$ cat src/tgt_pkg.sv
// Constants, register map and state type of the I2C target access block.
// Assumes a 32-bit APB bus with byte addresses, one aligned word per register.
package tgt_pkg;

  // ==========================================================================
  // Register map
  localparam logic [31:0] CFG_ADDR   = 32'h0001d12c;
  localparam logic [31:0] STAT_ADDR  = 32'h0001d130;
  localparam logic [31:0] MASK_ADDR  = 32'h0001d134;
  localparam logic [31:0] ALERT_ADDR = 32'h0001d138;

  // ==========================================================================
  // Configuration fields, reset value and writable bits
  localparam logic [31:0] CFG_RESET = 32'hd0000030;
  localparam logic [31:0] CFG_MASK  = 32'hf100007f;
  localparam int          RD_EN     = 31;
  localparam int          WR_EN     = 30;
  localparam int          ALERT_EN  = 29;
  localparam int          TGT_EN    = 28;
  localparam int          UNLOCK    = 24;
  localparam int          ADDR_HI   = 6;
  localparam int          STRAP_HI  = 1;

  // ==========================================================================
  // Interrupt status bits
  localparam int IRQ_W       = 4;
  localparam int IRQ_WRITE   = 0;
  localparam int IRQ_READ    = 1;
  localparam int IRQ_ALERT   = 2;
  localparam int IRQ_REFUSED = 3;

  // ==========================================================================
  // Bus constants and counts
  localparam logic [6:0] ALERT_RSP  = 7'h0c;
  localparam logic [6:0] GEN_CALL   = 7'h00;
  localparam logic [2:0] LAST_BIT   = 3'h7;
  localparam logic [1:0] LAST_BYTE  = 2'h3;
  localparam logic [1:0] STRAP_LOAD = 2'h2;
  localparam logic [3:0] SYNC_INIT  = 4'hc;

  typedef enum logic [2:0] {
    st_idle, st_addr, st_ack_wait, st_ack_drive,
    st_wr_byte, st_rd_byte, st_mack, st_skip
  } state_t;

endpackage

$ cat src/link_ev_if.sv
// Bus events found on the sampled SCL and SDA lines.
// Assumes both ends run on the same clock; events are one-cycle pulses.
interface link_ev_if;
  logic start;
  logic stop;
  logic rise;
  logic fall;
  logic sda;
  modport src (output start, stop, rise, fall, sda);
  modport dst (input start, stop, rise, fall, sda);
endinterface

$ cat src/sync_pair.sv
// Two-flop synchroniser for pins from outside the clock domain.
// Assumes the inputs are levels that stay stable for several clocks.
module sync_pair #(
  parameter int           W    = 4,
  parameter logic [W-1:0] INIT = '0
) (
  input  wire logic         clk,
  input  wire logic         rst_n,
  input  wire logic         ce,
  input  wire logic [W-1:0] d,
  output logic      [W-1:0] q
);
  logic [W-1:0] meta;

  always_ff @(posedge clk or negedge rst_n) begin
    if (!rst_n) begin
      meta <= INIT;
      q    <= INIT;
    end else if (ce) begin
      meta <= d;
      q    <= meta;
    end
  end

endmodule

$ cat src/bus_events.sv
// Start, stop and clock-edge detection on synchronised SCL and SDA.
// Assumes both inputs already passed a synchroniser.
module bus_events (
  input  wire logic clk,
  input  wire logic rst_n,
  input  wire logic ce,
  input  wire logic scl_s,
  input  wire logic sda_s,
  link_ev_if.src    ev
);
  logic scl_q;
  logic sda_q;

  always_ff @(posedge clk or negedge rst_n) begin
    if (!rst_n) begin
      scl_q <= 1'b1;
      sda_q <= 1'b1;
    end else if (ce) begin
      scl_q <= scl_s;
      sda_q <= sda_s;
    end
  end

  // SDA moving while SCL stays high marks start or stop
  assign ev.start = scl_q & scl_s & sda_q & ~sda_s;
  assign ev.stop  = scl_q & scl_s & ~sda_q & sda_s;
  assign ev.rise  = ~scl_q & scl_s;
  assign ev.fall  = scl_q & ~scl_s;
  assign ev.sda   = sda_s;

endmodule

$ cat src/i2c_target_access_config.sv
// I2C target access gating with its configuration register on APB.
// Assumes an external controller on SCL/SDA and an internal register port
// that answers a read request with int_rd_valid before the data byte starts.

module i2c_target_access_config (
  input  wire logic        pclk,
  input  wire logic        presetn,
  input  wire logic        ce,
  input  wire logic        psel,
  input  wire logic        penable,
  input  wire logic        pwrite,
  input  wire logic [31:0] paddr,
  input  wire logic [31:0] pwdata,
  output logic      [31:0] prdata,
  output logic             pready,
  output logic             pslverr,
  input  wire logic        scl,
  input  wire logic        sda_i,
  output logic             sda_o,
  output logic             sda_oe,
  input  wire logic [1:0]  addr_strap,
  input  wire logic        alert_event,
  input  wire logic [31:0] wr_address,
  input  wire logic [31:0] rd_address,
  output logic             int_wr_req,
  output logic      [31:0] int_wr_addr,
  output logic      [31:0] int_wr_data,
  output logic             int_rd_req,
  output logic      [31:0] int_rd_addr,
  input  wire logic [31:0] int_rd_data,
  input  wire logic        int_rd_valid,
  output logic             irq
);

  // ==========================================================================
  // Pin synchronisers and bus events
  logic [3:0] pins_s;
  link_ev_if  ev ();

  sync_pair #(.W(4), .INIT(tgt_pkg::SYNC_INIT)) u_sync (
    .clk   (pclk),
    .rst_n (presetn),
    .ce    (ce),
    .d     ({scl, sda_i, addr_strap}),
    .q     (pins_s)
  );

  bus_events u_events (
    .clk   (pclk),
    .rst_n (presetn),
    .ce    (ce),
    .scl_s (pins_s[3]),
    .sda_s (pins_s[2]),
    .ev    (ev)
  );

  // ==========================================================================
  // Declarations
  tgt_pkg::state_t state;
  logic [31:0] cfg;
  logic [1:0]  strap_cnt;
  logic        snap_rd;
  logic        snap_wr;
  logic        snap_alert;
  logic        snap_en;
  logic [6:0]  snap_addr;
  logic [2:0]  bit_cnt;
  logic [1:0]  byte_idx;
  logic [7:0]  shift;
  logic [31:0] wr_word;
  logic [31:0] rd_word;
  logic        txn_read;
  logic        txn_alert;
  logic        ack_pending;
  logic        alert_pend;
  logic [tgt_pkg::IRQ_W-1:0] irq_stat;
  logic [tgt_pkg::IRQ_W-1:0] irq_mask;
  logic [tgt_pkg::IRQ_W-1:0] irq_ev;
  logic [7:0]  cur_byte;
  logic [31:0] wr_full;
  logic [6:0]  rx_addr;
  logic        setup;
  logic        wr;
  logic        strap_load;
  logic        addr_last;
  logic        alert_hit;
  logic        alert_ack;
  logic        normal_match;
  logic        ack_addr;
  logic        rd_go;
  logic        rd_refused;
  logic        wr_last;
  logic        wr_go;
  logic        wr_refused;
  logic        alert_done;
  logic        alert_sw_set;

  // ==========================================================================
  // APB slave
  assign setup        = psel & ~penable;
  assign pready       = ce;
  assign wr           = ce & psel & penable & pwrite;
  assign alert_sw_set = wr && paddr == tgt_pkg::ALERT_ADDR && pwdata[0];

  always_ff @(posedge pclk or negedge presetn) begin
    if (!presetn) begin
      prdata  <= 32'h0;
      pslverr <= 1'b0;
    end else if (ce && setup) begin
      pslverr <= 1'b0;
      case (paddr)
        tgt_pkg::CFG_ADDR:   prdata <= cfg;
        tgt_pkg::STAT_ADDR:  prdata <= 32'(irq_stat);
        tgt_pkg::MASK_ADDR:  prdata <= 32'(irq_mask);
        tgt_pkg::ALERT_ADDR: prdata <= 32'(alert_pend);
        default: begin
          prdata  <= 32'h0;
          pslverr <= 1'b1;
        end
      endcase
    end
  end

  // ==========================================================================
  // Configuration register and strap capture
  assign strap_load = ce && strap_cnt == tgt_pkg::STRAP_LOAD;

  always_ff @(posedge pclk or negedge presetn) begin
    if (!presetn) begin
      strap_cnt <= 2'h0;
    end else if (ce && strap_cnt != tgt_pkg::LAST_BYTE) begin
      strap_cnt <= strap_cnt + 2'h1;
    end
  end

  always_ff @(posedge pclk or negedge presetn) begin
    if (!presetn) begin
      cfg <= tgt_pkg::CFG_RESET;
    end else if (ce) begin
      if (strap_load) begin
        cfg[tgt_pkg::STRAP_HI:0] <= pins_s[1:0];
      end
      if (wr && paddr == tgt_pkg::CFG_ADDR) begin
        cfg <= pwdata & tgt_pkg::CFG_MASK;
        if (!pwdata[tgt_pkg::UNLOCK]) begin
          cfg[tgt_pkg::STRAP_HI:0] <= cfg[tgt_pkg::STRAP_HI:0];
        end
      end
    end
  end

  // Settings are frozen at each start condition
  always_ff @(posedge pclk or negedge presetn) begin
    if (!presetn) begin
      snap_rd    <= 1'b0;
      snap_wr    <= 1'b0;
      snap_alert <= 1'b0;
      snap_en    <= 1'b0;
      snap_addr  <= 7'h0;
    end else if (ce && ev.start) begin
      snap_rd    <= cfg[tgt_pkg::RD_EN];
      snap_wr    <= cfg[tgt_pkg::WR_EN];
      snap_alert <= cfg[tgt_pkg::ALERT_EN];
      snap_en    <= cfg[tgt_pkg::TGT_EN];
      snap_addr  <= cfg[tgt_pkg::ADDR_HI:0];
    end
  end

  // ==========================================================================
  // Address decision
  assign rx_addr   = shift[6:0];
  assign addr_last = ce && ev.rise && state == tgt_pkg::st_addr &&
                     bit_cnt == tgt_pkg::LAST_BIT;
  assign alert_hit = snap_alert && rx_addr == tgt_pkg::ALERT_RSP;
  assign alert_ack = alert_hit && ev.sda && alert_pend;
  // Alert path wins over own address; zero address never matches
  assign normal_match = snap_en && !alert_hit && rx_addr == snap_addr &&
                        rx_addr != tgt_pkg::GEN_CALL;
  assign ack_addr   = alert_ack || normal_match;
  assign rd_go      = addr_last && normal_match && ev.sda &&
                      snap_en && snap_rd;
  assign rd_refused = addr_last && normal_match && ev.sda &&
                      !(snap_en && snap_rd);
  assign wr_full    = {wr_word[23:0], shift[6:0], ev.sda};
  assign wr_last    = ce && ev.rise && state == tgt_pkg::st_wr_byte &&
                      bit_cnt == tgt_pkg::LAST_BIT &&
                      byte_idx == tgt_pkg::LAST_BYTE;
  assign wr_go      = wr_last && snap_en && snap_wr;
  assign wr_refused = wr_last && !(snap_en && snap_wr);
  assign alert_done = ce && ev.fall && state == tgt_pkg::st_rd_byte &&
                      bit_cnt == 3'h0 && txn_alert && byte_idx == 2'h0;

  always_comb begin
    cur_byte = 8'hff;
    if (txn_alert) begin
      if (byte_idx == 2'h0) begin
        cur_byte = {snap_addr, 1'b0};
      end
    end else begin
      case (byte_idx)
        2'h0:    cur_byte = rd_word[31:24];
        2'h1:    cur_byte = rd_word[23:16];
        2'h2:    cur_byte = rd_word[15:8];
        default: cur_byte = rd_word[7:0];
      endcase
    end
  end

  // ==========================================================================
  // Byte engine
  assign sda_o = 1'b0;

  always_ff @(posedge pclk or negedge presetn) begin
    if (!presetn) begin
      state       <= tgt_pkg::st_idle;
      bit_cnt     <= 3'h0;
      byte_idx    <= 2'h0;
      shift       <= 8'h0;
      wr_word     <= 32'h0;
      txn_read    <= 1'b0;
      txn_alert   <= 1'b0;
      ack_pending <= 1'b0;
      sda_oe      <= 1'b0;
    end else if (ce) begin
      if (ev.start) begin
        state   <= tgt_pkg::st_addr;
        bit_cnt <= 3'h0;
        sda_oe  <= 1'b0;
      end else if (ev.stop) begin
        state  <= tgt_pkg::st_idle;
        sda_oe <= 1'b0;
      end else begin
        case (state)
          tgt_pkg::st_addr: if (ev.rise) begin
            shift   <= {shift[6:0], ev.sda};
            bit_cnt <= bit_cnt + 3'h1;
            if (bit_cnt == tgt_pkg::LAST_BIT) begin
              txn_read    <= ev.sda;
              txn_alert   <= alert_ack;
              ack_pending <= ack_addr;
              byte_idx    <= 2'h0;
              state       <= tgt_pkg::st_ack_wait;
            end
          end
          tgt_pkg::st_ack_wait: if (ev.fall) begin
            sda_oe <= ack_pending;
            state  <= ack_pending ? tgt_pkg::st_ack_drive : tgt_pkg::st_skip;
          end
          tgt_pkg::st_ack_drive: if (ev.fall) begin
            bit_cnt <= 3'h0;
            if (txn_read) begin
              sda_oe <= ~cur_byte[7];
              state  <= tgt_pkg::st_rd_byte;
            end else begin
              sda_oe <= 1'b0;
              state  <= tgt_pkg::st_wr_byte;
            end
          end
          tgt_pkg::st_wr_byte: if (ev.rise) begin
            shift   <= {shift[6:0], ev.sda};
            bit_cnt <= bit_cnt + 3'h1;
            if (bit_cnt == tgt_pkg::LAST_BIT) begin
              wr_word     <= wr_full;
              byte_idx    <= byte_idx + 2'h1;
              ack_pending <= 1'b1;
              state       <= tgt_pkg::st_ack_wait;
            end
          end
          tgt_pkg::st_rd_byte: begin
            if (ev.rise) begin
              bit_cnt <= bit_cnt + 3'h1;
            end else if (ev.fall) begin
              if (bit_cnt == 3'h0) begin
                sda_oe <= 1'b0;
                state  <= tgt_pkg::st_mack;
              end else begin
                sda_oe <= ~cur_byte[tgt_pkg::LAST_BIT - bit_cnt];
              end
            end
          end
          tgt_pkg::st_mack: if (ev.rise) begin
            if (ev.sda) begin
              state <= tgt_pkg::st_skip;
            end else begin
              byte_idx <= byte_idx + 2'h1;
              state    <= tgt_pkg::st_ack_drive;
            end
          end
          tgt_pkg::st_idle, tgt_pkg::st_skip: state <= state;
          default: state <= tgt_pkg::st_idle;
        endcase
      end
    end
  end

  // ==========================================================================
  // Internal register port
  always_ff @(posedge pclk or negedge presetn) begin
    if (!presetn) begin
      int_rd_req  <= 1'b0;
      int_rd_addr <= 32'h0;
      int_wr_req  <= 1'b0;
      int_wr_addr <= 32'h0;
      int_wr_data <= 32'h0;
    end else if (ce) begin
      int_rd_req <= rd_go;
      int_wr_req <= wr_go;
      if (rd_go) begin
        int_rd_addr <= rd_address;
      end
      if (wr_go) begin
        int_wr_addr <= wr_address;
        int_wr_data <= wr_full;
      end
    end
  end

  always_ff @(posedge pclk or negedge presetn) begin
    if (!presetn) begin
      rd_word <= 32'h0;
    end else if (ce) begin
      if (rd_refused) begin
        rd_word <= 32'h0;
      end else if (int_rd_valid) begin
        rd_word <= int_rd_data;
      end
    end
  end

  // ==========================================================================
  // Alert flag and interrupts
  always_ff @(posedge pclk or negedge presetn) begin
    if (!presetn) begin
      alert_pend <= 1'b0;
    end else if (ce) begin
      if (alert_event || alert_sw_set) begin
        alert_pend <= 1'b1;
      end else if (alert_done) begin
        alert_pend <= 1'b0;
      end
    end
  end

  assign irq_ev = {rd_refused | wr_refused, alert_done, rd_go, wr_go};

  always_ff @(posedge pclk or negedge presetn) begin
    if (!presetn) begin
      irq_stat <= '0;
      irq_mask <= '0;
    end else if (ce) begin
      if (wr && paddr == tgt_pkg::STAT_ADDR) begin
        irq_stat <= (irq_stat & ~pwdata[tgt_pkg::IRQ_W-1:0]) | irq_ev;
      end else begin
        irq_stat <= irq_stat | irq_ev;
      end
      if (wr && paddr == tgt_pkg::MASK_ADDR) begin
        irq_mask <= pwdata[tgt_pkg::IRQ_W-1:0];
      end
    end
  end

  assign irq = |(irq_stat & irq_mask);
endmodule

$ cat config.mk
export PLATFORM = sky130hd
export DESIGN_NAME = i2c_target_access_config
export DESIGN_NICKNAME = d
export VERILOG_FILES = /design/src/tgt_pkg.sv /design/src/link_ev_if.sv /design/src/sync_pair.sv /design/src/bus_events.sv /design/src/i2c_target_access_config.sv
export SDC_FILE = /design/constraint.sdc
export NUM_CORES = 1
export LEC_CHECK = 0
export ABC_AREA = 1
export BUFFER_PORTS_ARGS = -buffer_cell sky130_fd_sc_hd__buf_2
export CORE_ASPECT_RATIO = 1.5
export CORE_MARGIN = 5
export CORE_UTILIZATION = 47
export DETAILED_ROUTE_END_ITERATION = 10
export PLACE_DENSITY = 0.76
export SLEW_MARGIN = 20
export SYNTH_ARGS = -nofsm -noshare
export SYNTH_HDL_FRONTEND = slang
export SYNTH_SLANG_ARGS = --single-unit
$ cat constraint.sdc
create_clock -name pclk -period 2 [get_ports pclk]
set_clock_uncertainty 0.15 [all_clocks]
set_input_delay 0.2 -clock pclk [delete_from_list [all_inputs] [get_ports pclk]]
set_output_delay 0.2 -clock pclk [all_outputs]
set_load 0.01 [all_outputs]
# ---- Word level (Yosys, flattened, before mapping)
# Index checks and enable logic that the tools add are counted.
dict set report totals {
  out_inout_bits 135
  elab_cells 228
  register_bits 250
}
dict set report op_classes {
  magnitude_cmp 1
  eq_ne 38
  add_sub_neg 4
  reduce_logical 72
  muxes 55
  bitwise 26
}
# operator count
set ops {}
lappend ops {{== test 32 x 17 -> 1 bit, second input constant} 4}
lappend ops {{case mux 32 bit (4 select lines)} 1}
lappend ops {{2-to-1 mux 32 bit} 2}
lappend ops {{2-to-1 mux 3 bit} 16}
lappend ops {{logical AND 1 bit} 36}
lappend ops {{case mux 8 bit (3 select lines)} 1}
lappend ops {{!= test 4 bit, second input constant} 5}
lappend ops {{AND reduction 10 bit} 2}
lappend ops {{2-to-1 mux 2 bit} 9}
lappend ops {{AND reduction 6 bit} 3}
lappend ops {{2-to-1 mux 1 bit} 17}
lappend ops {{2-to-1 mux 8 bit} 2}
lappend ops {{== test 3 bit, second input constant} 5}
lappend ops {{case mux 3 bit (5 select lines)} 1}
lappend ops {{!= test 2 bit, second input constant} 7}
lappend ops {{AND reduction 2 bit} 6}
lappend ops {{bitwise AND 1 bit} 11}
lappend ops {{AND reduction 5 bit} 2}
lappend ops {{inverter 1 bit} 9}
lappend ops {{bitwise AND 4 bit} 2}
lappend ops {{!= test 4 x 1 -> 1 bit, second input constant} 2}
lappend ops {{OR 4 bit} 2}
lappend ops {{AND reduction 8 bit} 1}
lappend ops {{nonzero test 2 bit} 4}
lappend ops {{33 further kinds} 46}

# ---- Logic depth before layout (Yosys ltp)
# Gate-level depths: netlist of run 1.
dict set report logic_depth {
  ltp_word 12
  depth_mapped 16
  ltp_nobuf 15
}

# ---- Cells and area by module
# From an unflattened synthesis of run 1, not the netlist that was laid out.
dict set report hier_totals {
  hier_cells 1162
  hier_area_um2 10487.6
}
# module area_per_inst_um2 n_inst cells_per_inst
set by_module_without_submodules {}
lappend by_module_without_submodules {i2c_target_access_config 10049.6 1 1107}
lappend by_module_without_submodules {sync_pair 310.3 1 34}
lappend by_module_without_submodules {bus_events 127.6 1 21}

# ---- Worst setup path after synthesis of run 1
# OpenSTA, ideal clock, no wires.
dict set report synth_path {
  path_type {reg2reg}
  start {reg byte_idx[0]}
  end {reg sda_oe}
  path_buffers 1
  setup_ns 0.065
  path_stages_with_launch 15
  arrival_time_ns 1.745
  path_slack_ns 0.040
  t_required_ns 1.785
  path_cell_list {dfrtp_1 > inv_1 > ha_1 > clkbuf_1 > nand2_1 > or2_2 > nand2_1 > nor2_1 > nor2_1 > nor2_1 > nor2_1 > nand2_1 > nand2_1 > nand2_1 > nand2_1}
}
dict set report synth_between {
  elab_chain_len 12
}
# element line_no
set synth_lines {}
lappend synth_lines {{start: declaration} i2c_target_access_config.sv:68} ;# logic [1:0] byte_idx;
lappend synth_lines {{start signal: assignment} i2c_target_access_config.sv:264} ;# byte_idx <= byte_idx + 2'h1;
lappend synth_lines {{start signal: assignment} i2c_target_access_config.sv:285} ;# byte_idx <= byte_idx + 2'h1;
lappend synth_lines {{== test 2 bit (tied with other cells)} i2c_target_access_config.sv:200} ;# case (byte_idx)
lappend synth_lines {{case mux 8 bit (3 select lines) / 2-to-1 mux 8 bit (equally long branches)} {i2c_target_access_config.sv:200, i2c_target_access_config.sv:196}}
lappend synth_lines {{2-to-1 mux 8 bit (*)} i2c_target_access_config.sv:195} ;# if (txn_alert) begin
lappend synth_lines {{binary-select mux 1 bit (select 3 bit)} i2c_target_access_config.sv:277} ;# sda_oe <= ~cur_byte[tgt_pkg::LAST_BIT - bit_cnt];
lappend synth_lines {{2-to-1 mux 1 bit (implied by the code)} i2c_target_access_config.sv:277}
lappend synth_lines {{inverter 1 bit} i2c_target_access_config.sv:277}
lappend synth_lines {{2-to-1 mux 1 bit} i2c_target_access_config.sv:273} ;# if (bit_cnt == 3'h0) begin
lappend synth_lines {{2-to-1 mux 1 bit} i2c_target_access_config.sv:272} ;# end else if (ev.fall) begin
lappend synth_lines {{2-to-1 mux 1 bit} i2c_target_access_config.sv:270} ;# if (ev.rise) begin
lappend synth_lines {{case mux 1 bit (3 select lines) (*)} i2c_target_access_config.sv:233} ;# case (state)
lappend synth_lines {{2-to-1 mux 1 bit (*)} i2c_target_access_config.sv:229} ;# end else if (ev.stop) begin
lappend synth_lines {{2-to-1 mux 1 bit (*)} i2c_target_access_config.sv:225} ;# if (ev.start) begin
lappend synth_lines {{end signal: assignment} i2c_target_access_config.sv:246} ;# sda_oe <= ack_pending;
lappend synth_lines {{end signal: assignment} i2c_target_access_config.sv:252} ;# sda_oe <= ~cur_byte[7];
lappend synth_lines {{end signal: assignment} i2c_target_access_config.sv:277}
lappend synth_lines {{end: declaration} i2c_target_access_config.sv:20} ;# output logic sda_oe,
# Mark *: on every way between the ends. The rest lies on a longest branch, timed or not. The select of a mux whose other input is x is not followed.
# A chain may end at the register's enable or synchronous reset.

# ---- Final worst setup path of run 1
dict set report layout_path {
  start {reg u_sync.q[3]}
  end {reg int_rd_addr[23]}
}
dict set report layout_between {
  elab_chain_len 9
}
# element line_no
set layout_lines {}
lappend layout_lines {{start: declaration} sync_pair.sv:11} ;# output logic [W-1:0] q
lappend layout_lines {{start signal: assignment} sync_pair.sv:21} ;# q <= meta;
lappend layout_lines {{bitwise AND 1 bit} bus_events.sv:27} ;# assign ev.rise = ~scl_q & scl_s;
lappend layout_lines {{logical AND 1 bit (3 in series)} i2c_target_access_config.sv:172} ;# assign addr_last = ce && ev.rise && state == tgt_pkg::st_addr &&
lappend layout_lines {{logical AND 1 bit (3 in series)} i2c_target_access_config.sv:180} ;# assign rd_go = addr_last && normal_match && ev.sda &&
lappend layout_lines {{logical AND 1 bit} i2c_target_access_config.sv:181} ;# snap_en && snap_rd;
lappend layout_lines {{AND reduction 2 bit (no source line)} --}
lappend layout_lines {{end signal: assignment} i2c_target_access_config.sv:309} ;# int_rd_addr <= rd_address;
lappend layout_lines {{end: declaration} i2c_target_access_config.sv:29} ;# output logic [31:0] int_rd_addr,
# No other way between the ends.

==> results of run 1 <==
## what timing repair did
item                       in CTS  in global routing
hold buffers                  117                  0
cloned                          1                 11
hold endpoints to repair      351                  0
pin swaps                       3                 29
gates resized for setup        10                172
setup buffers                   4                  3
setup endpoints to repair      88                123
## final cells by class
cell class / count / area (um^2) / area share (%)
sequential: 230 / 5770 / 37.5
clock inverter: 9 / 125 / 0.812
clock buffer: 27 / 611 / 3.96
inverter: 88 / 333 / 2.16
multi-input combinational: 791 / 4750 / 30.8
timing repair buffer: 463 / 3470 / 22.5
tap: 276 / 345 / 2.24
## kinds of logic (layout without fill, tap and decap cells)
kind of cell	count (synthesis)	in the layout	synth area share (%)
flops	230	230	54.7
other cells	1	21	0.0355
mux	41	41	5.80
xor+xnor	4	4	0.332
compound gates	139	139	6.95
buf+inv	166	587	7.15
simple gates	576	576	23.9
fa+ha+maj	10	10	1.19
## worst max-delay path: cells and delay by family, from the launching register on
kind,cells,cell delay (ns)
flip-flops,1,0.55
AND/OR/NAND/NOR,7,0.69
buffers and inverters,3,0.52
## power by group
group / switching, uW / internal, uW / total [uW]
sequential: 369 / 5040 / 5410
clock: 1750 / 2550 / 4290
combinational: 1720 / 1360 / 3090
## cells in the final DEF, fill, tap and decap left out, types with 34 or more instances in the layout
| master | count |
|---|---|
| o21ai_0 | 98 |
| inv_1 | 74 |
| nand3_2 | 43 |
| nand2_2 | 37 |
| dlygate4sd3_1 | 117 |
| mux2_4 | 40 |
| nand4_1 | 42 |
| nand3_1 | 50 |
| buf_4 | 49 |
| dfrtp_1 | 217 |
| buf_2 | 264 |
| nor2_1 | 34 |
| nand2_1 | 301 |
## per-layer routing
metal / vias up / global-route usage (%) / part of all wire [%]
li1: 4641 / - / -
met1: 4800 / 26.6 / 37
met2: 396 / 41.1 / 52
met3: 132 / 3.33 / 5.4
met4: 0 / 9.62 / 5.4
met5: - / 0 / 0
## synth_stat cells (3+ instances only)
master,n,area (um^2)
inv_2,3,11.3
nand3_1,99,495
buf_6,4,45.0
o31ai_1,7,52.6
dfrtp_1,219,5480
nand4_1,42,263
buf_1,3,11.3
clkbuf_1,34,128
nor2_1,40,150
buf_2,15,75.1
a21oi_1,20,100
ha_1,10,125
and2_1,3,18.8
o21ai_0,101,505
mux2_4,40,601
nor2_4,3,33.8
buf_4,22,165
nor4_1,7,43.8
inv_1,84,315
nand2_1,354,1330
nor3_1,14,70.1
o22ai_1,5,31.3
dfstp_2,11,289
## state kept, by name, indices dropped and copies added, names as in the netlist, 2 cells and up
signal,cells
byte_idx,2
u_sync.q,4
shift,7
strap_cnt,2
int_wr_data,32
bit_cnt,3
rd_word,32
snap_addr,7
irq_mask,4
irq_stat,4
int_rd_addr,32
u_sync.meta,4
state,3
wr_word,24
prdata,12
int_wr_addr,32
cfg,12
## per-stage QoR
| step | setup WS [ns] | power [uW] | util, % |
|---|---|---|---|
| detailed placement | -0.0607 | 7970 | 56.3 |
| global placement | -0.00892 | 7910 | 56.3 |
| global route | -0.155 | 13500 | 69.3 |
| floorplan | 0.0401 | 6880 | - |
| finish | -0.0455 | 12800 | 69.3 |
| CTS | -0.0148 | 12500 | 65.3 |
## final timing paths
kind / cells past startpoint / to / slack, ns / from
max in group asynchronous: 3 / int_wr_addr[1]$_DFFE_PN0P_ / 0.95 / presetn
max: 10 / int_rd_addr[23]$_DFFE_PN0P_ / -0.05 / u_sync.q[3]$_DFFE_PN1P_
min reg2reg: 2 / u_sync.meta[2]$_DFFE_PN1P_ / 0.31 / u_sync.meta[2]$_DFFE_PN1P_
min: 6 / prdata[1]$_DFFE_PN0P_ / 0.02 / psel
max reg2reg: 10 / int_rd_addr[23]$_DFFE_PN0P_ / -0.05 / u_sync.q[3]$_DFFE_PN1P_
min in group asynchronous: 2 / int_wr_data[27]$_DFFE_PN0P_ / 0.08 / presetn
==> metrics.md, run 1 <==
| Metric | Value |
|---|---|
| Worst skew pair latency | `slightly above 0.5 ns` |
| Dpl cells | `between 1,500 and 2,000` |
| Drt initial violations | `roughly 530` |
| Top Ports | `between 300 and 400` |
| Post-synth EDFFs | `0` |
| Global-route wire length before repair | `just under 50,000 um` |
| Crit end category | `flop` |
| Post-DRT Antenna Nets | `0` |
| #FFs+latches synth | `230` |
| Period Utilization, post-route | `102%` |
| Min cycle time layout | `a little over 2 ns` |
| Setup TNS | `-0.412 ns` |
| Endpoints failing hold | `0` |
| Ant diodes | `0` |
| Pre-antenna DRT Iters | `5` |
| Vias in the first global route | `around 9,800` |
| Largest net degree at the start of global routing | `53` |
| WP data arrival | `~2.3 ns` |
| DRC violations left | `0` |
| Worst EP required | `roughly 2.2 ns` |
| Die Ht | `slightly below 200 um` |
| Final Setup Violations | `20` |
| Core area | `around 22,000 um^2` |
| HP Class | `in -> reg` |
| Sequential area share after synthesis | `54.7%` |
| RSZ-0062 raised after global routing | `true` |
| Vias per cell | `between 5 and 6` |
| Fillers | `~1,600` |
| Startpoint Class | `flop` |
| Fmax | `roughly 500 MHz` |
| TritonCTS clock tree | `done` |
| Commonest register cell after synthesis | `dfrtp_1` |
| Syn Area/Cell | `roughly 9.0 um^2` |
| Synth cell types | `42` |
| Worst-path fanout max | `8` |
| DR vias | `~10,000` |
| Placed Area | `~13,000 um^2` |
| Root buffer cell | `clkbuf_16` |
| Worst-margin pin slew | `between 0.6 and 0.7 ns` |
| Mapped Cells | `around 1,200` |
| CP max stage cell | `dfstp_2` |
| Status | `finished, violations left` |
| Final worst slack | `-0.0455 ns` |
| Clock-pin slew on the worst setup and hold paths | `about 0.070 ns` |
| Port bufs | `approximately 270` |
| Violated checks | `setup timing` |
| GRT Total Usage | `a little under a quarter` |
| Async SR Flop Fraction | `100%` |
| Die W | `around 130 um` |
| DP HPWL | `slightly below 20,000 um` |
| Yosys Warn Count | `0` |
| Final #Nets | `around 1,800` |
| Max transition margin | `between 50% and 60%` |
| Min Hold Slack | `between 0.02 and 0.025 ns` |
| Cell Count, Final, Fillers Out | `1,884` |
| WL/cell | `around 17 um` |
| CTS sink cnt | `230` |
| Most used cell, CP | `nand2_2` |
| Critical path cell sequence | `nand2_2, nor2_4, nand2_2, buf_6, nor3_4, buf_6, nand3_4, clkbuf_16, nand2_4, nand2_2` |
| Max_cap viols | `0` |
| Mapped cell area | `10,600 um^2` |
| Die ar. | `between 20,000 and 30,000 um^2` |
| Routed WL | `around 32,000 um` |
| Clock tree buffer depth | `3` |
| Power Density | `between 800 and 900 nW/um^2` |
| Share of layout cells above drive strength 1 | `approximately 36%` |
| Row count | `67` |
| Maximum vdd drop | `about 0.74 mV` |
| H-tree Lvls | `1` |
| Critical Setup Path Class | `reg -> reg` |
| Initial Utilization | `between 40% and 50%` |
| Max-slew violations | `0` |
| Final Instance Area | `15,400 um^2` |
| Routability cong. | `between 0.9 and 1` |
| Leakage | `between 0.008 and 0.009 uW` |
| CTS Buf Count | `23` |
| Layout area overhead | `46.0%` |
| GR Overflow Total | `0` |
| Max incr delay on CP | `0.55 ns` |
| Initial antenna violation count | `0` |
(Power assumes the default switching activity.)
==> inputs of run 2 (changes only) <==
--- a/config.mk
+++ b/config.mk
@@ -12,6 +12,7 @@
 export CORE_UTILIZATION = 47
 export DETAILED_ROUTE_END_ITERATION = 10
 export PLACE_DENSITY = 0.76
+export SKIP_LAST_GASP = 1
 export SLEW_MARGIN = 20
 export SYNTH_ARGS = -nofsm -noshare
 export SYNTH_HDL_FRONTEND = slang
==> run 2 against run 1 <==
  * The run still ends with setup timing left
  * Wire length is 0.90% lower
  * Clock power hardly changed
  * Utilization is 0.18 points lower
  * Count of clock-buffer cells in the layout stayed put
  * Register-to-register slack hardly changed
  * Cell area is 0.26% lower
  * Sequential power hardly changed
  * Sequential share of layout area is 0.098 points higher
  * Maximum frequency is 0.13% higher
  * Die area stayed put
  * Non-clock buffer count is 4 higher
  * Cell count is 0.21% higher
==> metrics.md, run 2 (synthesis gave the netlist of run 1 again) <==
| Metric | Value |
|---|---|
| Period Utilization, post-route | `102%` |
| Crit end category | `flop` |
| Violated checks | `setup timing` |
| Max_cap viols | `0` |
| Commonest non-fill, non-tap cells in the layout | `nand2_1 (296), buf_2 (264), dfrtp_1 (217)` |
| Most used cell, CP | `nand2_2` |
| Setup TNS | `-0.568 ns` |
| Status | `finished, violations left` |
| GR Overflow Total | `0` |
| Root buffer cell | `clkbuf_16` |
| Row count | `67` |
| Worst EP required | `around 2.2 ns` |
| Die W | `approximately 130 um` |
| Routed WL | `between 30,000 and 40,000 um` |
| Worst-path fanout max | `8` |
| Vias in the first global route | `9,819` |
| Clock tree buffer depth | `3` |
| CTS Buf Count | `23` |
| Drt initial violations | `between 500 and 600` |
| Endpoints failing hold | `0` |
| CP max stage cell | `dfstp_2` |
| Critical Setup Path Class | `reg -> reg` |
| Clock-pin slew on the worst setup and hold paths | `around 0.070 ns` |
| DRC violations left | `0` |
| GRT Total Usage | `between 20% and 30%` |
| H-tree Lvls | `1` |
| Global-route wire length before repair | `between 40,000 and 50,000 um` |
| Max incr delay on CP | `~0.54 ns` |
| Initial antenna violation count | `0` |
| Initial Utilization | `47.5%` |
| Commonest non-fill, non-tap cell in the layout | `nand2_1` |
| Min cycle time layout | `around 2.0 ns` |
| TritonCTS clock tree | `done` |
| Share of layout cells above drive strength 1 | `a little over a third` |
| Fillers | `approximately 1,600` |
| Final worst slack | `-0.0428 ns` |
| WP data arrival | `approximately 2.3 ns` |
| Core area | `about 22,000 um^2` |
| Total Power Consumption | `around 13,000 uW` |
| Vias per cell | `5.26` |
| DR vias | `slightly below 10,000` |
| CTS sink cnt | `230` |
| Worst skew pair latency | `a little over 0.5 ns` |
| Leakage | `around 0.0081 uW` |
| Maximum vdd drop | `just under 0.8 mV` |
| HP Class | `in -> reg` |
| Layout area overhead | `45.6%` |
| Power Density | `approximately 830 nW/um^2` |
| Final Setup Violations | `33` |
| Pre-antenna DRT Iters | `5` |
| Port bufs | `265` |
| RSZ-0062 raised after global routing | `true` |
| Min Hold Slack | `roughly 0.025 ns` |
| Top Ports | `between 300 and 400` |
| Die ar. | `~26,000 um^2` |
| Startpoint Class | `flop` |
| Final #Nets | `about 1,800` |
| Routability cong. | `between 0.9 and 1` |
| Critical path cell sequence | `nand2_2, nor2_4, nand2_2, buf_6, nor3_4, buf_6, nand3_4, clkbuf_16, nand2_4, nand2_2` |
| Max transition margin | `around three fifths` |
| Worst path bufs/invs | `3` |
| DP HPWL | `about 20,000 um` |
| Largest net degree at the start of global routing | `53` |
| Die Ht | `~190 um` |
| Crit-path leading delay family | `simple AND/OR/NAND/NOR gates` |
| Worst-margin pin slew | `between 0.6 and 0.7 ns` |
| Max-slew violations | `0` |
| Post-DRT Antenna Nets | `0` |
| Ant diodes | `0` |
| WL/cell | `around 17 um` |
| Setup slack at placement | `-0.0607 ns` |
| Fmax | `490 MHz` |
run 2: final cells by class:
class                           instances  area, um^2  area share (%)
Multi-Input combinational cell        791        4680            30.5
Tap cell                              276         345            2.25
Inverter                               88         335            2.18
Timing Repair Buffer                  467        3490            22.7
Clock buffer                           27         611            3.97
Clock inverter                          9         125           0.814
Sequential cell                       230        5770            37.6
run 2: report_power, final:
| part | switching (uW) | total (uW) | leakage [uW] | internal [uW] |
|---|---|---|---|---|
| clock network | 1750 | 4290 | 0.000359 | 2550 |
| logic | 1700 | 3040 | 0.00472 | 1340 |
| registers | 366 | 5400 | 0.00305 | 5040 |
| total | 3810 | 12700 | 0.00813 | 8920 |
run 2: worst paths after layout:
check | from | to | slack, ns | cells after the start
max | u_sync.q[3]$_DFFE_PN1P_ | int_rd_addr[23]$_DFFE_PN0P_ | -0.04 | 10
min | psel | prdata[1]$_DFFE_PN0P_ | 0.02 | 6
max reg2reg | u_sync.q[3]$_DFFE_PN1P_ | int_rd_addr[23]$_DFFE_PN0P_ | -0.04 | 10
min reg2reg | u_sync.meta[2]$_DFFE_PN1P_ | u_sync.meta[2]$_DFFE_PN1P_ | 0.31 | 2
max in group asynchronous | presetn | int_wr_addr[1]$_DFFE_PN0P_ | 0.95 | 3
min in group asynchronous | presetn | int_wr_data[27]$_DFFE_PN0P_ | 0.08 | 2
run 2: what timing repair did:
action | CTS | global route
hold buffers | 117 | 0
pin swaps | 3 | 29
setup buffers | 4 | 7
endpoints found under the setup margin | 88 | 123
cloned | 1 | 11
hold endpoints to repair | 351 | 0
resized for setup | 6 | 164
run 2: worst reg2reg max path: cells and delay by family, from the launching register on:
kind / cells / cell delay (ns)
buffers and inverters: 3 / 0.53
flip-flops: 1 / 0.54
AND/OR/NAND/NOR: 7 / 0.71
run 2: metal layers:
layer	wire [um]	vias to the layer above	share of wire, %	global-route usage, %
li1	-	4650	-	-
met1	11800	4777	37	26.6
met2	17000	379	53	40.9
met3	1780	118	5.5	3.33
met4	1640	0	5.1	9.70
met5	0	-	0	0
run 2: metrics by stage:
stage,utilization [%],std cells,area [um^2]
after global routing,69.2,1888,15400
after CTS,65.2,1871,14500
after detailed placement,56.3,1713,12500
after floorplan,-,1187,10600
after global placement,56.3,1713,12500
final,69.2,1888,15400
==> inputs of run 3 (changes only) <==
--- a/config.mk
+++ b/config.mk
@@ -8,7 +8,6 @@
 export ABC_AREA = 1
 export BUFFER_PORTS_ARGS = -buffer_cell sky130_fd_sc_hd__buf_2
 export CORE_ASPECT_RATIO = 1.5
-export CORE_MARGIN = 5
 export CORE_UTILIZATION = 47
 export DETAILED_ROUTE_END_ITERATION = 10
 export PLACE_DENSITY = 0.76
==> run 3 against run 2 <==
  * The flow still finishes with violations (setup timing)
  * Utilization is 0.11 points lower
  * Non-clock buffer count is 2 lower
  * Register-to-register slack worse by 0.05 ns
  * Wire length is 2.5% lower
  * Sequential share of layout area is 0.61 points higher
  * Critical endpoint is now rd_word[30]$_DFFE_PN0P_
==> metrics.md, run 3 (synthesis gave the netlist of run 1 again) <==
| Metric | Value |
|---|---|
| Die ar. | `around 23,000 um^2` |
| Violated checks | `setup timing` |
| CTS sink cnt | `230` |
| Share of layout cells above drive strength 1 | `31.4%` |
| Row count | `66` |
| DR vias | `between 9,000 and 10,000` |
| Maximum vdd drop | `0.562 mV` |
| Layout area overhead | `43.2%` |
| Largest net degree at the start of global routing | `56` |
| Root buffer cell | `clkbuf_16` |
| Top Ports | `slightly above 300` |
| Final worst slack | `-0.0902 ns` |
| Period Utilization, post-route | `105%` |
| Max transition margin | `60.4%` |
| Die W | `124 um` |
| CTS Buf Count | `23` |
| Final #Nets | `~1,800` |
| Initial antenna violation count | `0` |
| Routed WL | `31,300 um` |
| Sequential Area | `between 5000 and 6000 um^2` |
| Pre-antenna DRT Iters | `5` |
| Worst path bufs/invs | `3` |
| Crit end category | `flop` |
| Critical Setup Path Class | `reg -> reg` |
| TritonCTS clock tree | `done` |
| H-tree Lvls | `1` |
| Critical path cell sequence | `nand2_2, nor2_4, nand2_2, buf_6, nor3_4, nand4_1, buf_6, buf_16, nand3_1, nand2_1` |
| Fillers | `1,552` |
| Worst-margin pin slew | `just under 0.6 ns` |
| Endpoints failing hold | `0` |
| Status | `finished, violations left` |
| DP HPWL | `approximately 19,000 um` |
| Vias in the first global route | `between 9,000 and 10,000` |
| Drt initial violations | `~610` |
| Placed Area | `between 10,000 and 15,000 um^2` |
| WP data arrival | `~2.3 ns` |
| Initial Utilization | `between 40% and 50%` |
| Worst skew pair latency | `a little over 0.5 ns` |
| Power Density | `850 nW/um^2` |
| Cell Count, Final, Fillers Out | `1,889` |
| GRT Total Usage | `around 25%` |
| HP Class | `in -> reg` |
| Global-route wire length before repair | `47,300 um` |
| Max_cap viols | `0` |
| Vias per cell | `around 5.2` |
| Worst EP required | `between 2 and 2.5 ns` |
| Min cycle time layout | `between 2 and 2.5 ns` |
| Commonest non-fill, non-tap cell in the layout | `nand2_1` |
| Setup slack at placement | `-0.0297 ns` |
| Clock tree buffer depth | `3` |
| CP max stage cell | `dfstp_2` |
| Min Hold Slack | `~0.020 ns` |
| Final Setup Violations | `roughly 110` |
| GR Overflow Total | `0` |
| Post-DRT Antenna Nets | `0` |
| Final core utilization | `between 60% and 70%` |
| Leakage | `approximately 0.0081 uW` |
| Die Ht | `186 um` |
| Max incr delay on CP | `0.56 ns` |
| Fmax | `around 480 MHz` |
| Core area | `~22,000 um^2` |
| Max-slew violations | `0` |
| Crit-path leading delay family | `simple AND/OR/NAND/NOR gates` |
| Clock-pin slew on the worst setup and hold paths | `about 0.06 ns` |
| Routability cong. | `just over 0.9` |
| Startpoint Class | `flop` |
| Final Instance Area | `~15,000 um^2` |
| DRC violations left | `0` |
| WL/cell | `around 17 um` |
| Commonest non-fill, non-tap cells in the layout | `nand2_1 (340), buf_2 (264), dfrtp_1 (219)` |
| Multi-input logic area | `roughly 4400 um^2` |
| Port bufs | `~270` |
| Worst-path fanout max | `16` |
| RSZ-0062 raised after global routing | `true` |
| Dpl cells | `1,705` |
-- run 3: changes by cell type in the layout (fill, tap and decap cells not counted), sizes merged --
cell,previous run,this run
clkbuf,34,43
buf,343,335
dlygate4sd3,117,122
clkinv,5,3
bufinv,3,2
diode,0,1
inv,87,88
-- run 3: power by group --
group / total [uW] / switching, uW / internal [uW]
Sequential: 5390 / 351 / 5030
Combinational: 3100 / 1750 / 1350
Clock: 4350 / 1780 / 2580
-- run 3: final timing paths --
| check | slack, ns | cells past startpoint | from | end |
|---|---|---|---|---|
| worst max-delay path | -0.09 | 10 | u_sync.q[3]$_DFFE_PN1P_ | rd_word[30]$_DFFE_PN0P_ |
| worst min-delay path | 0.02 | 6 | psel | prdata[2]$_DFFE_PN0P_ |
| worst max register to register | -0.09 | 10 | u_sync.q[3]$_DFFE_PN1P_ | rd_word[30]$_DFFE_PN0P_ |
| worst min register to register | 0.31 | 2 | u_sync.meta[2]$_DFFE_PN1P_ | u_sync.meta[2]$_DFFE_PN1P_ |
| max in group asynchronous | 0.96 | 3 | presetn | u_sync.meta[3]$_DFFE_PN1P_ |
| min in group asynchronous | 0.06 | 2 | presetn | prdata[0]$_DFFE_PN0P_ |
-- run 3: layout make-up --
class	instances	share of cell area (%)
flip-flops and latches	230	38.2
multi-input cells	791	28.9
repair buffers	465	23.3
clock buffers	35	4.44
well taps	272	2.25
inverters	88	2.22
clock inverters	7	0.621
diodes	1	0.0166
-- run 3: per-stage QoR --
stage	total power, uW	TNS [ns]
after global routing	13500	-13.62
after detailed placement	8010	-0.557
after global placement	7940	-0.985
final	12800	-3.85
after CTS	12600	-0.263
after floorplan	6880	0
-- run 3: what timing repair did --
action	in CTS	in global routing
hold endpoints to repair	356	0
hold buffers	122	0
pin swaps	0	18
resized for setup	3	96
buffers inserted	7	1
cloned	1	13
endpoints found under the setup margin	82	148
-- run 3: worst register-to-register path: stages (launching register included) --
cell     delay [ns]
dfstp_2        0.56
nand2_2        0.08
nor2_4         0.12
nand2_2        0.07
buf_6          0.12
nor3_4         0.16
nand4_1        0.17
buf_6          0.22
buf_16         0.17
nand3_1        0.10
nand2_1        0.06
-- run 3: metal layers --
metal / part of all wire, % / up-vias / GRT usage [%] / wire, um
li1: - / 4655 / - / -
met1: 37 / 4704 / 28.8 / 11700
met2: 54 / 380 / 47.6 / 17000
met3: 5.3 / 79 / 3.28 / 1650
met4: 3.2 / 0 / 8.87 / 994
met5: 0 / - / 0 / 0
